`src/rtl/pcc_cfg.svh`:
```
`ifndef PCC_CFG_SVH
`define PCC_CFG_SVH
// Register word indices; each register's byte address is four times its index.
`define PCC_ADDR_CTRL 8'hd8
`define PCC_ADDR_MODE 8'hd9
`define PCC_ADDR_CNT 8'he0
`define PCC_ADDR_WDOG 8'he4
`define PCC_ADDR_MCAP 8'he8
// Control register fields.
`define PCC_CTRL_OVF 7
`define PCC_CTRL_RUN 6
`define PCC_CTRL_WDF 5
// Mode register fields.
`define PCC_MODE_IDLE 7
`define PCC_MODE_WDEN 6
`define PCC_MODE_LOCK 5
`define PCC_MODE_UNUSED 4
`define PCC_MODE_SEL_LO 1
`define PCC_MODE_OVIE 0
// Reset values.
`define PCC_CTRL_RST 8'h00
`define PCC_MODE_RST 8'h40
// Time base divide ratios.
`define PCC_DIV12 4'd12
`define PCC_DIV4 4'd4
`define PCC_DIV8 3'd7
`define PCC_CNT_MAX 16'hffff
`endif

```
`src/rtl/pcc_pkg.sv`:
```
package pcc_pkg;
   // Time base choices of the counter.
   typedef enum logic [2:0] {
      PCC_TB_DIV12 = 3'b000,
      PCC_TB_DIV4 = 3'b001,
      PCC_TB_T0OVF = 3'b010,
      PCC_TB_EXTFALL = 3'b011,
      PCC_TB_SYSCLK = 3'b100,
      PCC_TB_EXTOSC = 3'b101,
      PCC_TB_RTC = 3'b110,
      PCC_TB_RSVD = 3'b111
   } pcc_tb_t;
   // AXI4-Lite write request bundle.
   typedef struct packed {
      logic [7:0] addr;
      logic [31:0] data;
      logic [3:0] strb;
   } pcc_wreq_t;
   // Watchdog compare byte, match flags and interrupt enables supplied by the module datapath.
   typedef struct packed {
      logic [7:0] cmp_high;
      logic [5:0] match;
      logic [5:0] irq_en;
   } pcc_mod_t;
endpackage

```
`src/rtl/pcc_counter_control.sv`:
```
// Local design decision: the AXI4-Lite slave port.
`timescale 1ns/1ps
`default_nettype none
`include "pcc_cfg.svh"

// Overview of operation
// - Counter wrap sets the overflow flag.
// - Overflow flag requests interrupt when enabled.
// - Flags clear only by software zero write.
// - Run bit gates counter advance.
// - Module match or capture sets its flag.
// - Enabled module flags request the interrupt.
// - Idle suspend bit stops array in idle.
// - Watchdog enable uses module five as watchdog.
// - Lock bit forces watchdog on until reset.
// - Three-bit select picks the time base.
// - External input counts falling edges.
// - Oscillators divided by eight, synchronized.
// - Watchdog on freezes other mode bits.
// - Mode bit four reads zero always.
// - Watchdog compare match makes system reset.
// - Writing one to watchdog flag resets.
// - Watchdog forces counter to run.
// - Reset enables watchdog, divide-by-12 base.
module pcc_counter_control
(
   // Clock and reset.
   input wire logic clk_sys,
   input wire logic reset,
   // AXI4-Lite write address channel.
   input wire logic [9:0] s_axi_awaddr,
   input wire logic s_axi_awvalid,
   output logic s_axi_awready,
   // AXI4-Lite write data channel.
   input wire logic [31:0] s_axi_wdata,
   input wire logic [3:0] s_axi_wstrb,
   input wire logic s_axi_wvalid,
   output logic s_axi_wready,
   // AXI4-Lite write response channel.
   output logic [1:0] s_axi_bresp,
   output logic s_axi_bvalid,
   input wire logic s_axi_bready,
   // AXI4-Lite read address channel.
   input wire logic [9:0] s_axi_araddr,
   input wire logic s_axi_arvalid,
   output logic s_axi_arready,
   // AXI4-Lite read data channel.
   output logic [31:0] s_axi_rdata,
   output logic [1:0] s_axi_rresp,
   output logic s_axi_rvalid,
   input wire logic s_axi_rready,
   // System state and external time sources.
   input wire logic cpu_idle,
   input wire logic timer0_overflow,
   input wire logic external_count_input,
   input wire logic ext_osc_clk,
   input wire logic rtc_osc_clk,
   // Module datapath hooks.
   input wire pcc_pkg::pcc_mod_t module_status,
   output logic [15:0] counter_value,
   output logic counter_tick,
   // Interrupt request and watchdog reset.
   output logic array_irq,
   output logic watchdog_reset
);
   import pcc_pkg::*;

   ////////////////////////////////////////////////////////////////////////
   // Registers and state.

   logic counter_overflow_flag_q; // Sticky counter overflow flag.
   logic counter_run_control_q; // Software run request.
   logic [5:0] module_match_flags_q; // Sticky per-module flags.
   logic idle_suspend_bit_q; // Suspend array in idle.
   logic watchdog_enable_bit_q; // Watchdog active.
   logic watchdog_lock_bit_q; // Watchdog locked on.
   logic [2:0] timebase_select_q; // Counter time base.
   logic overflow_irq_enable_q; // Overflow interrupt mask.
   logic [15:0] count_q; // Array counter.
   logic [3:0] presc_q; // System clock prescaler.
   logic [2:0] ecnt_sync_q; // External count synchroniser.
   logic [2:0] eosc_sync_q; // External oscillator synchroniser.
   logic [2:0] rtc_sync_q; // Real-time oscillator synchroniser.
   logic [2:0] eosc_div_q; // External oscillator edge divider.
   logic [2:0] rtc_div_q; // Real-time oscillator edge divider.
   logic ecnt_prev_q; // Agreed external count level.
   logic eosc_prev_q; // Agreed external oscillator level.
   logic rtc_prev_q; // Agreed real-time oscillator level.
   logic wd_reset_q; // Registered watchdog reset pulse.
   logic aw_full_q; // Write address captured.
   logic w_full_q; // Write data captured.
   pcc_wreq_t wreq_q; // Captured write request.
   logic bvalid_q; // Write response pending.
   logic rvalid_q; // Read response pending.
   logic [31:0] rdata_q; // Read data register.
   logic tick; // Counter advance enable.
   logic running; // Counter allowed to advance.
   logic wr_fire; // Write is performed this cycle.
   logic ctrl_wr; // Write to the control register low lane.
   logic mode_wr; // Write to the mode register low lane.
   logic ecnt_fall; // Filtered falling edge of external count.
   logic eosc_rise; // Filtered rising edge of external oscillator.
   logic rtc_rise; // Filtered rising edge of real-time oscillator.

   // Reads the control register image.
   function automatic logic [7:0] ctrl_image(input logic ovf, input logic run,
                                             input logic [5:0] flags);
      ctrl_image = {ovf, run, flags};
   endfunction

   // Word index of a byte address; each register takes one aligned word.
   function automatic logic [7:0] word_index(input logic [9:0] byte_addr);
      word_index = byte_addr[9:2];
   endfunction

   ////////////////////////////////////////////////////////////////////////
   // Time base generation.

   // Prescaler wraps at the ratio of the selected divided system clock.
   always_ff @(posedge clk_sys) begin
      if (reset) begin
         presc_q <= 4'h0;
      end else if (presc_q >= ((timebase_select_q == PCC_TB_DIV4) ?
                  `PCC_DIV4 - 4'd1 : `PCC_DIV12 - 4'd1)) begin
         presc_q <= 4'h0;
      end else begin
         presc_q <= presc_q + 4'h1;
      end
   end

   // Asynchronous sources pass three flops; a change counts once 2 and 3 agree.
   always_ff @(posedge clk_sys) begin
      if (reset) begin
         ecnt_sync_q <= 3'h0;
         eosc_sync_q <= 3'h0;
         rtc_sync_q <= 3'h0;
         ecnt_prev_q <= 1'b0;
         eosc_prev_q <= 1'b0;
         rtc_prev_q <= 1'b0;
      end else begin
         ecnt_sync_q <= {ecnt_sync_q[1:0], external_count_input};
         eosc_sync_q <= {eosc_sync_q[1:0], ext_osc_clk};
         rtc_sync_q <= {rtc_sync_q[1:0], rtc_osc_clk};
         if (ecnt_sync_q[1] == ecnt_sync_q[2]) begin
            ecnt_prev_q <= ecnt_sync_q[2];
         end
         if (eosc_sync_q[1] == eosc_sync_q[2]) begin
            eosc_prev_q <= eosc_sync_q[2];
         end
         if (rtc_sync_q[1] == rtc_sync_q[2]) begin
            rtc_prev_q <= rtc_sync_q[2];
         end
      end
   end

   // Edge events from the agreed levels.
   assign ecnt_fall = ecnt_prev_q & (ecnt_sync_q[1] == ecnt_sync_q[2]) &
                      ~ecnt_sync_q[2];
   assign eosc_rise = ~eosc_prev_q & (eosc_sync_q[1] == eosc_sync_q[2]) &
                      eosc_sync_q[2];
   assign rtc_rise = ~rtc_prev_q & (rtc_sync_q[1] == rtc_sync_q[2]) &
                     rtc_sync_q[2];

   // Divide each oscillator by eight in the system domain.
   always_ff @(posedge clk_sys) begin
      if (reset) begin
         eosc_div_q <= 3'h0;
         rtc_div_q <= 3'h0;
      end else begin
         if (eosc_rise) begin
            eosc_div_q <= eosc_div_q + 3'h1;
         end
         if (rtc_rise) begin
            rtc_div_q <= rtc_div_q + 3'h1;
         end
      end
   end

   // Time base selection; the reserved code never advances the counter.
   always_comb begin
      case (pcc_tb_t'(timebase_select_q))
         PCC_TB_DIV12: tick = (presc_q == `PCC_DIV12 - 4'd1);
         PCC_TB_DIV4: tick = (presc_q >= `PCC_DIV4 - 4'd1);
         PCC_TB_T0OVF: tick = timer0_overflow;
         PCC_TB_EXTFALL: tick = ecnt_fall;
         PCC_TB_SYSCLK: tick = 1'b1;
         PCC_TB_EXTOSC: tick = eosc_rise & (eosc_div_q == `PCC_DIV8);
         PCC_TB_RTC: tick = rtc_rise & (rtc_div_q == `PCC_DIV8);
         default: tick = 1'b0;
      endcase
   end

   // Run gate: watchdog forces the counter on, idle suspend stops all.
   assign running = (counter_run_control_q |
                     watchdog_enable_bit_q) &
                    ~(idle_suspend_bit_q & cpu_idle);
   assign counter_tick = running & tick;

   ////////////////////////////////////////////////////////////////////////
   // Array counter.

   // Counter advances one per selected tick; software may load it when
   // the watchdog is off.
   always_ff @(posedge clk_sys) begin
      if (reset) begin
         count_q <= 16'h0000;
      end else if (wr_fire && wreq_q.addr == `PCC_ADDR_CNT &&
                   !watchdog_enable_bit_q) begin
         count_q <= wreq_q.data[15:0];
      end else if (counter_tick) begin
         count_q <= count_q + 16'h0001;
      end
   end
   assign counter_value = count_q;

   ////////////////////////////////////////////////////////////////////////
   // AXI4-Lite write path.

   assign s_axi_awready = ~aw_full_q & ~bvalid_q;
   assign s_axi_wready = ~w_full_q & ~bvalid_q;
   assign wr_fire = aw_full_q & w_full_q & ~bvalid_q;
   assign ctrl_wr = wr_fire & (wreq_q.addr == `PCC_ADDR_CTRL) &
                    wreq_q.strb[0];
   assign mode_wr = wr_fire & (wreq_q.addr == `PCC_ADDR_MODE) &
                    wreq_q.strb[0];

   // Address and data are taken in either order, then performed once.
   always_ff @(posedge clk_sys) begin
      if (reset) begin
         aw_full_q <= 1'b0;
         w_full_q <= 1'b0;
         bvalid_q <= 1'b0;
         wreq_q <= '0;
      end else begin
         if (s_axi_awvalid && s_axi_awready) begin
            aw_full_q <= 1'b1;
            wreq_q.addr <= word_index(s_axi_awaddr);
         end
         if (s_axi_wvalid && s_axi_wready) begin
            w_full_q <= 1'b1;
            wreq_q.data <= s_axi_wdata;
            wreq_q.strb <= s_axi_wstrb;
         end
         if (wr_fire) begin
            aw_full_q <= 1'b0;
            w_full_q <= 1'b0;
            bvalid_q <= 1'b1;
         end else if (bvalid_q && s_axi_bready) begin
            bvalid_q <= 1'b0;
         end
      end
   end
   assign s_axi_bvalid = bvalid_q;
   assign s_axi_bresp = 2'b00;

   ////////////////////////////////////////////////////////////////////////
   // Control and flag register.

   // Hardware sets win over a software clear in the same cycle.
   always_ff @(posedge clk_sys) begin
      if (reset) begin
         {counter_overflow_flag_q, counter_run_control_q,
          module_match_flags_q} <= `PCC_CTRL_RST;
      end else begin
         if (ctrl_wr) begin
            counter_overflow_flag_q <= wreq_q.data[`PCC_CTRL_OVF];
            counter_run_control_q <= wreq_q.data[`PCC_CTRL_RUN];
            module_match_flags_q <= wreq_q.data[5:0];
         end
         if (counter_tick && count_q == `PCC_CNT_MAX) begin
            counter_overflow_flag_q <= 1'b1;
         end
         if (!(idle_suspend_bit_q && cpu_idle)) begin
            module_match_flags_q <= (ctrl_wr ? wreq_q.data[5:0] :
                                     module_match_flags_q) |
                                    module_status.match;
         end
      end
   end

   ////////////////////////////////////////////////////////////////////////
   // Mode register.

   // Frozen while the watchdog runs; only the enable bit may be cleared,
   // and not once the lock is set.
   always_ff @(posedge clk_sys) begin
      if (reset) begin
         idle_suspend_bit_q <= 1'b0;
         watchdog_enable_bit_q <= 1'b1;
         watchdog_lock_bit_q <= 1'b0;
         timebase_select_q <= PCC_TB_DIV12;
         overflow_irq_enable_q <= 1'b0;
      end else if (mode_wr) begin
         if (!watchdog_enable_bit_q) begin
            idle_suspend_bit_q <= wreq_q.data[`PCC_MODE_IDLE];
            timebase_select_q <= wreq_q.data[`PCC_MODE_SEL_LO +: 3];
            overflow_irq_enable_q <= wreq_q.data[`PCC_MODE_OVIE];
            watchdog_lock_bit_q <= wreq_q.data[`PCC_MODE_LOCK];
            watchdog_enable_bit_q <= wreq_q.data[`PCC_MODE_WDEN] |
                                     wreq_q.data[`PCC_MODE_LOCK];
         end else if (!watchdog_lock_bit_q) begin
            watchdog_enable_bit_q <= wreq_q.data[`PCC_MODE_WDEN];
         end
      end
   end

   ////////////////////////////////////////////////////////////////////////
   // Watchdog and interrupt.

   // Reset on high-byte match as the low byte wraps, or forced by software.
   always_ff @(posedge clk_sys) begin
      if (reset) begin
         wd_reset_q <= 1'b0;
      end else begin
         wd_reset_q <= watchdog_enable_bit_q &
                       ((counter_tick && count_q[7:0] == 8'hff &&
                         module_status.cmp_high == count_q[15:8]) |
                        (ctrl_wr && wreq_q.data[`PCC_CTRL_WDF]));
      end
   end
   assign watchdog_reset = wd_reset_q;

   // One shared request line.
   assign array_irq = (overflow_irq_enable_q &
                       counter_overflow_flag_q) |
                      |(module_match_flags_q &
                        module_status.irq_en);

   ////////////////////////////////////////////////////////////////////////
   // AXI4-Lite read path.

   assign s_axi_arready = ~rvalid_q;

   // One read at a time; unmapped addresses read zero with OKAY.
   always_ff @(posedge clk_sys) begin
      if (reset) begin
         rvalid_q <= 1'b0;
         rdata_q <= 32'h0000_0000;
      end else if (s_axi_arvalid && s_axi_arready) begin
         rvalid_q <= 1'b1;
         if (word_index(s_axi_araddr) == `PCC_ADDR_CTRL) begin
            rdata_q <= {24'h000000, ctrl_image(counter_overflow_flag_q,
                        counter_run_control_q, module_match_flags_q)};
         end else if (word_index(s_axi_araddr) == `PCC_ADDR_MODE) begin
            rdata_q <= {24'h000000, idle_suspend_bit_q,
                        watchdog_enable_bit_q, watchdog_lock_bit_q,
                        1'b0, timebase_select_q,
                        overflow_irq_enable_q};
         end else if (word_index(s_axi_araddr) == `PCC_ADDR_CNT) begin
            rdata_q <= {16'h0000, count_q};
         end else begin
            rdata_q <= 32'h0000_0000;
         end
      end else if (rvalid_q && s_axi_rready) begin
         rvalid_q <= 1'b0;
      end
   end
   assign s_axi_rvalid = rvalid_q;
   assign s_axi_rdata = rdata_q;
   assign s_axi_rresp = 2'b00;

endmodule
`default_nettype wire

```
`config.mk`:
```
export PLATFORM = sky130hd
export DESIGN_NAME = pcc_counter_control
export DESIGN_NICKNAME = d
export VERILOG_FILES = /design/src/rtl/pcc_pkg.sv /design/src/rtl/pcc_counter_control.sv
export VERILOG_INCLUDE_DIRS = /design/src /design/src/rtl
export SDC_FILE = /design/constraint.sdc
export NUM_CORES = 1
export LEC_CHECK = 0
export ABC_AREA = 1
export CORE_MARGIN = 10
export CORE_UTILIZATION = 60
export DETAILED_ROUTE_END_ITERATION = 10
export DONT_BUFFER_PORTS = 1
export GPL_TIMING_DRIVEN = 0
export PLACE_DENSITY = 0.76
export SLEW_MARGIN = 20
export SYNTH_ARGS = -nofsm -noshare
export SYNTH_HDL_FRONTEND = slang
export SYNTH_SLANG_ARGS = --single-unit
export TNS_END_PERCENT = 5
```
`constraint.sdc`:
```
create_clock -name clk_sys -period 1.8 [get_ports clk_sys]
set_input_delay 0.18 -clock clk_sys [delete_from_list [all_inputs] [get_ports clk_sys]]
set_output_delay 0.18 -clock clk_sys [all_outputs]
set_load 0.1 [all_outputs]
```
==> qor.yml <==
timing:
  tightest_slew_ns: 1.01
  setup_violations: 36
  hold_viol: 1
  slew_violations: 0
  fin_crit_sh_pct: 117
  fmax_ghz: 0.474
  skew_ns: 0.0143
  setup_ws_ns: -0.311
  hold_slack_ns: -0.0102
  rsz0062_at_grt: "yes"
  setup_tns_ns: -5.58
  maxSlewHeadroom_pct: 32.4
  fin_crit_ns: 2.11
floorplan:
  die_w_um: 111
  core_um2: 8130
  initial_core_util_pct: 61.0
  num_rows: 33
  io_pins: 148
  die_height_um: 111
  dieArea_um2: 12300
clocking:
  cts_tree: "done"
  clk_latency_ns: 0.38
  clock_path_buffers: 2
  numCtsBuffers: 9
  clkTransAtPathRegs_ns: 0.11
  cts_sinks: 99
  htree_num_levels: 3
  cts_root_buffer: "clkbuf_8"
power_and_ir_drop:
  ir_drop_uv: 497
  powerDensity_nw_per_um2: 801
  cellLeakagePower_nw: 2.36
  finalPower_w: 0.00466
layout:
  drive_gt1_share_pct: 19.4
  final_cell_mix: "128 x nand2_1, 83 x nor2_1, 76 x dfxtp_1"
  fin_util_pct: 71.5
  layout_commonest_cell: "nand2_1"
  fin_area_um2: 5810
  area_growth_pct: 17.1
  nFillCells: 663
  nNetsFinal: 851
  antennaDiodeCount: 0
grt:
  gr-usage-all-layers_pct: 23.4
  grt_pass1_wl_mm: 24.1
  antenna_found_initial: 0
  globalRoute.totalOverflow: 0
  grt_max_degree: 20
  grt_pass1_vias: 4693
worst_setup_path:
  cp-end-kind: "primary output"
  rr_startpoint: "presc_q[0]"
  path_max_fanout: 4
  ff2ff_path_depth: 15
  rrSetupSlack_ns: -0.24
  path_delay_family: "buffers and inverters"
  worstSetupPathType: "reg -> out"
  path_buf_inv: 2
  arrival_ns: 1.93
  r2r-end: "counter_value[6]"
  max_stage_delay_ns: 0.45
  cp-start-kind: "register"
  path_cells: "ha_4, ha_4, inv_2, nor2_2, nand2_1, nand3_1, nand2_1, nand2_2, nand2_4, clkinvlp_4"
  slowest_stage: "clkinvlp_4"
  crit_required_ns: 1.62
logic_synthesis:
  syn_area_um2: 4960
  yosysUniqueCellTypes: 42
  ys_warn_count: 0
  postSynthAreaPerCell_um2: 7.04
  syn_inst: 705
  ys_ff_latch: 99
  seq_area_frac_synth_pct: 39.9
hold_path:
  hold_path.class: "in -> reg"
  min_from: "s_axi_wdata[6]"
  hold_end: "wreq_q[10]"
  min_path_cells: 2
placement:
  gp_congestion: 0.928
  placed_area_um2: 5270
  port_buffers: 0
  dp_hpwl_mm: 11.1
run_status:
  violations: "hold timing, setup timing"
  status: "complete, but fails checks"
drt:
  wl_met1_mm: 5.95
  drtAntennaViolNets: 0
  vias: 4806
  drt-total-wl_mm: 14.8
  viasPerCell: 5.55
  top_layer_used: "met4"
  remaining_drc_errors: 0
  firstDrtPassIters: 5
  route.met2.wl_mm: 6.80
  drt_iter0_drc: 378
  wl_met3_mm: 1.67
  routedWlPerCell_um: 17.0
flow_run:
  max_cap_violations: 0
-- timing repair --
action / 4_1_cts / 5_1_grt
endpoints found under the setup margin: 72 / 66
setup buffers: 3 / 1
resized for setup: 45 / 23
hold buffers: 15 / 1
pin swaps: 8 / 7
endpoints found under the hold margin: 15 / 1
-- cells in the mapped netlist --
library cell | n | share of area, %
nand2_1 | 131 | 9.9
dfxtp_1 | 99 | 40
nor2_1 | 87 | 6.6
inv_1 | 75 | 5.7
o21ai_0 | 62 | 6.3
nand3_1 | 52 | 5.2
a21oi_1 | 43 | 4.3
buf_4 | 21 | 3.2
clkbuf_1 | 19 | 1.4
nand2_2 | 13 | 1.6
nand4_1 | 11 | 1.4
a21oi_2 | 10 | 1.8
xnor2_1 | 8 | 1.4
ha_1 | 7 | 1.8
nor3_1 | 7 | 0.71
o21ai_1 | 7 | 0.71
a31o_2 | 6 | 1.1
nor2_2 | 6 | 0.76
inv_2 | 5 | 0.38
a31oi_1 | 4 | 0.50
a41oi_1 | 3 | 0.53
buf_2 | 3 | 0.30
xor2_1 | 3 | 0.53
and3_1 | 2 | 0.25
buf_1 | 2 | 0.15
nand2_4 | 2 | 0.45
nor2_4 | 2 | 0.45
a221oi_1 | 1 | 0.18
buf_12 | 1 | 0.40
clkbuf_2 | 1 | 0.10
clkinv_1 | 1 | 0.076
conb_1 | 1 | 0.076
nand3_4 | 1 | 0.35
nand3b_1 | 1 | 0.15
nor3_2 | 1 | 0.20
nor4_2 | 1 | 0.25
o2111ai_1 | 1 | 0.18
o211ai_1 | 1 | 0.15
o21a_1 | 1 | 0.15
o21bai_1 | 1 | 0.15
o22ai_1 | 1 | 0.13
o31ai_1 | 1 | 0.15
-- area by class of cell --
cell class | instances | area, um^2 | share of cell area (%)
Tap cell | 105 | 131 | 2.26
Buffer | 47 | 317 | 5.45
Clock inverter | 6 | 63.8 | 1.10
Clock buffer | 10 | 149 | 2.56
Sequential cell | 99 | 2050 | 35.2
Timing Repair Buffer | 21 | 205 | 3.53
Multi-Input combinational cell | 497 | 2580 | 44.4
Inverter | 81 | 317 | 5.45
-- sequential cells by signal (all words and copies together), names as in the netlist, 4 cells and up --
name,flops
counter_value,16
s_axi_rdata,16
module_match_flags_q,6
wreq_q,25
presc_q,4
-- how the worst max path moves through the flow --
| stage | startpoint | endpoint | cells past startpoint |
|---|---|---|---|
| CTS | eosc_div_q[0] | counter_tick | 10 |
| global route | eosc_div_q[1] | counter_tick | 10 |
| finish | eosc_div_q[1] | counter_tick | 10 |
| floorplan | eosc_div_q[0] | counter_value[0] | 12 |
| detailed placement | counter_value[1] | counter_overflow_flag_q | 9 |
| global placement | counter_value[1] | counter_overflow_flag_q | 9 |
-- report_power, final --
| group | internal, W | switching [W] | leakage [nW] |
|---|---|---|---|
| combinational | 0.000190 | 0.000513 | 1.43 |
| clock | 0.000626 | 0.000876 | 0.105 |
| sequential | 0.00227 | 0.000183 | 0.825 |
| total | 0.00308 | 0.00157 | 2.36 |
-- routing by layer --
metal	track usage, %	vias to the layer above
li1	-	2365
met1	27.6	2181
met2	38.1	227
met3	8.77	33
met4	7.90	0
met5	0	-
-- cell families (layout without fill, tap and decap cells) --
| logic type | after synthesis | count (layout) | synth area share (%) |
|---|---|---|---|
| AOI/OAI and AO/OA | 142 | 142 | 16.2 |
| xor gates and xnor gates | 11 | 11 | 1.94 |
| adders and majority gates | 7 | 7 | 1.76 |
| buffers and inverters | 128 | 165 | 11.7 |
| DFF | 99 | 99 | 39.9 |
| other | 1 | 20 | 0.0756 |
| and+or+nand+nor | 317 | 317 | 28.3 |
-- metrics by stage --
| stage | worst slack [ns] | instances |
|---|---|---|
| 2_1_floorplan | -0.104 | 724 |
| 3_3_place_gp | -0.379 | 829 |
| 3_5_place_dp | -0.381 | 830 |
| 4_1_cts | -0.314 | 864 |
| 5_1_grt | -0.411 | 866 |
| 6_report | -0.311 | 866 |
Power figures use the tool's default switching activity.
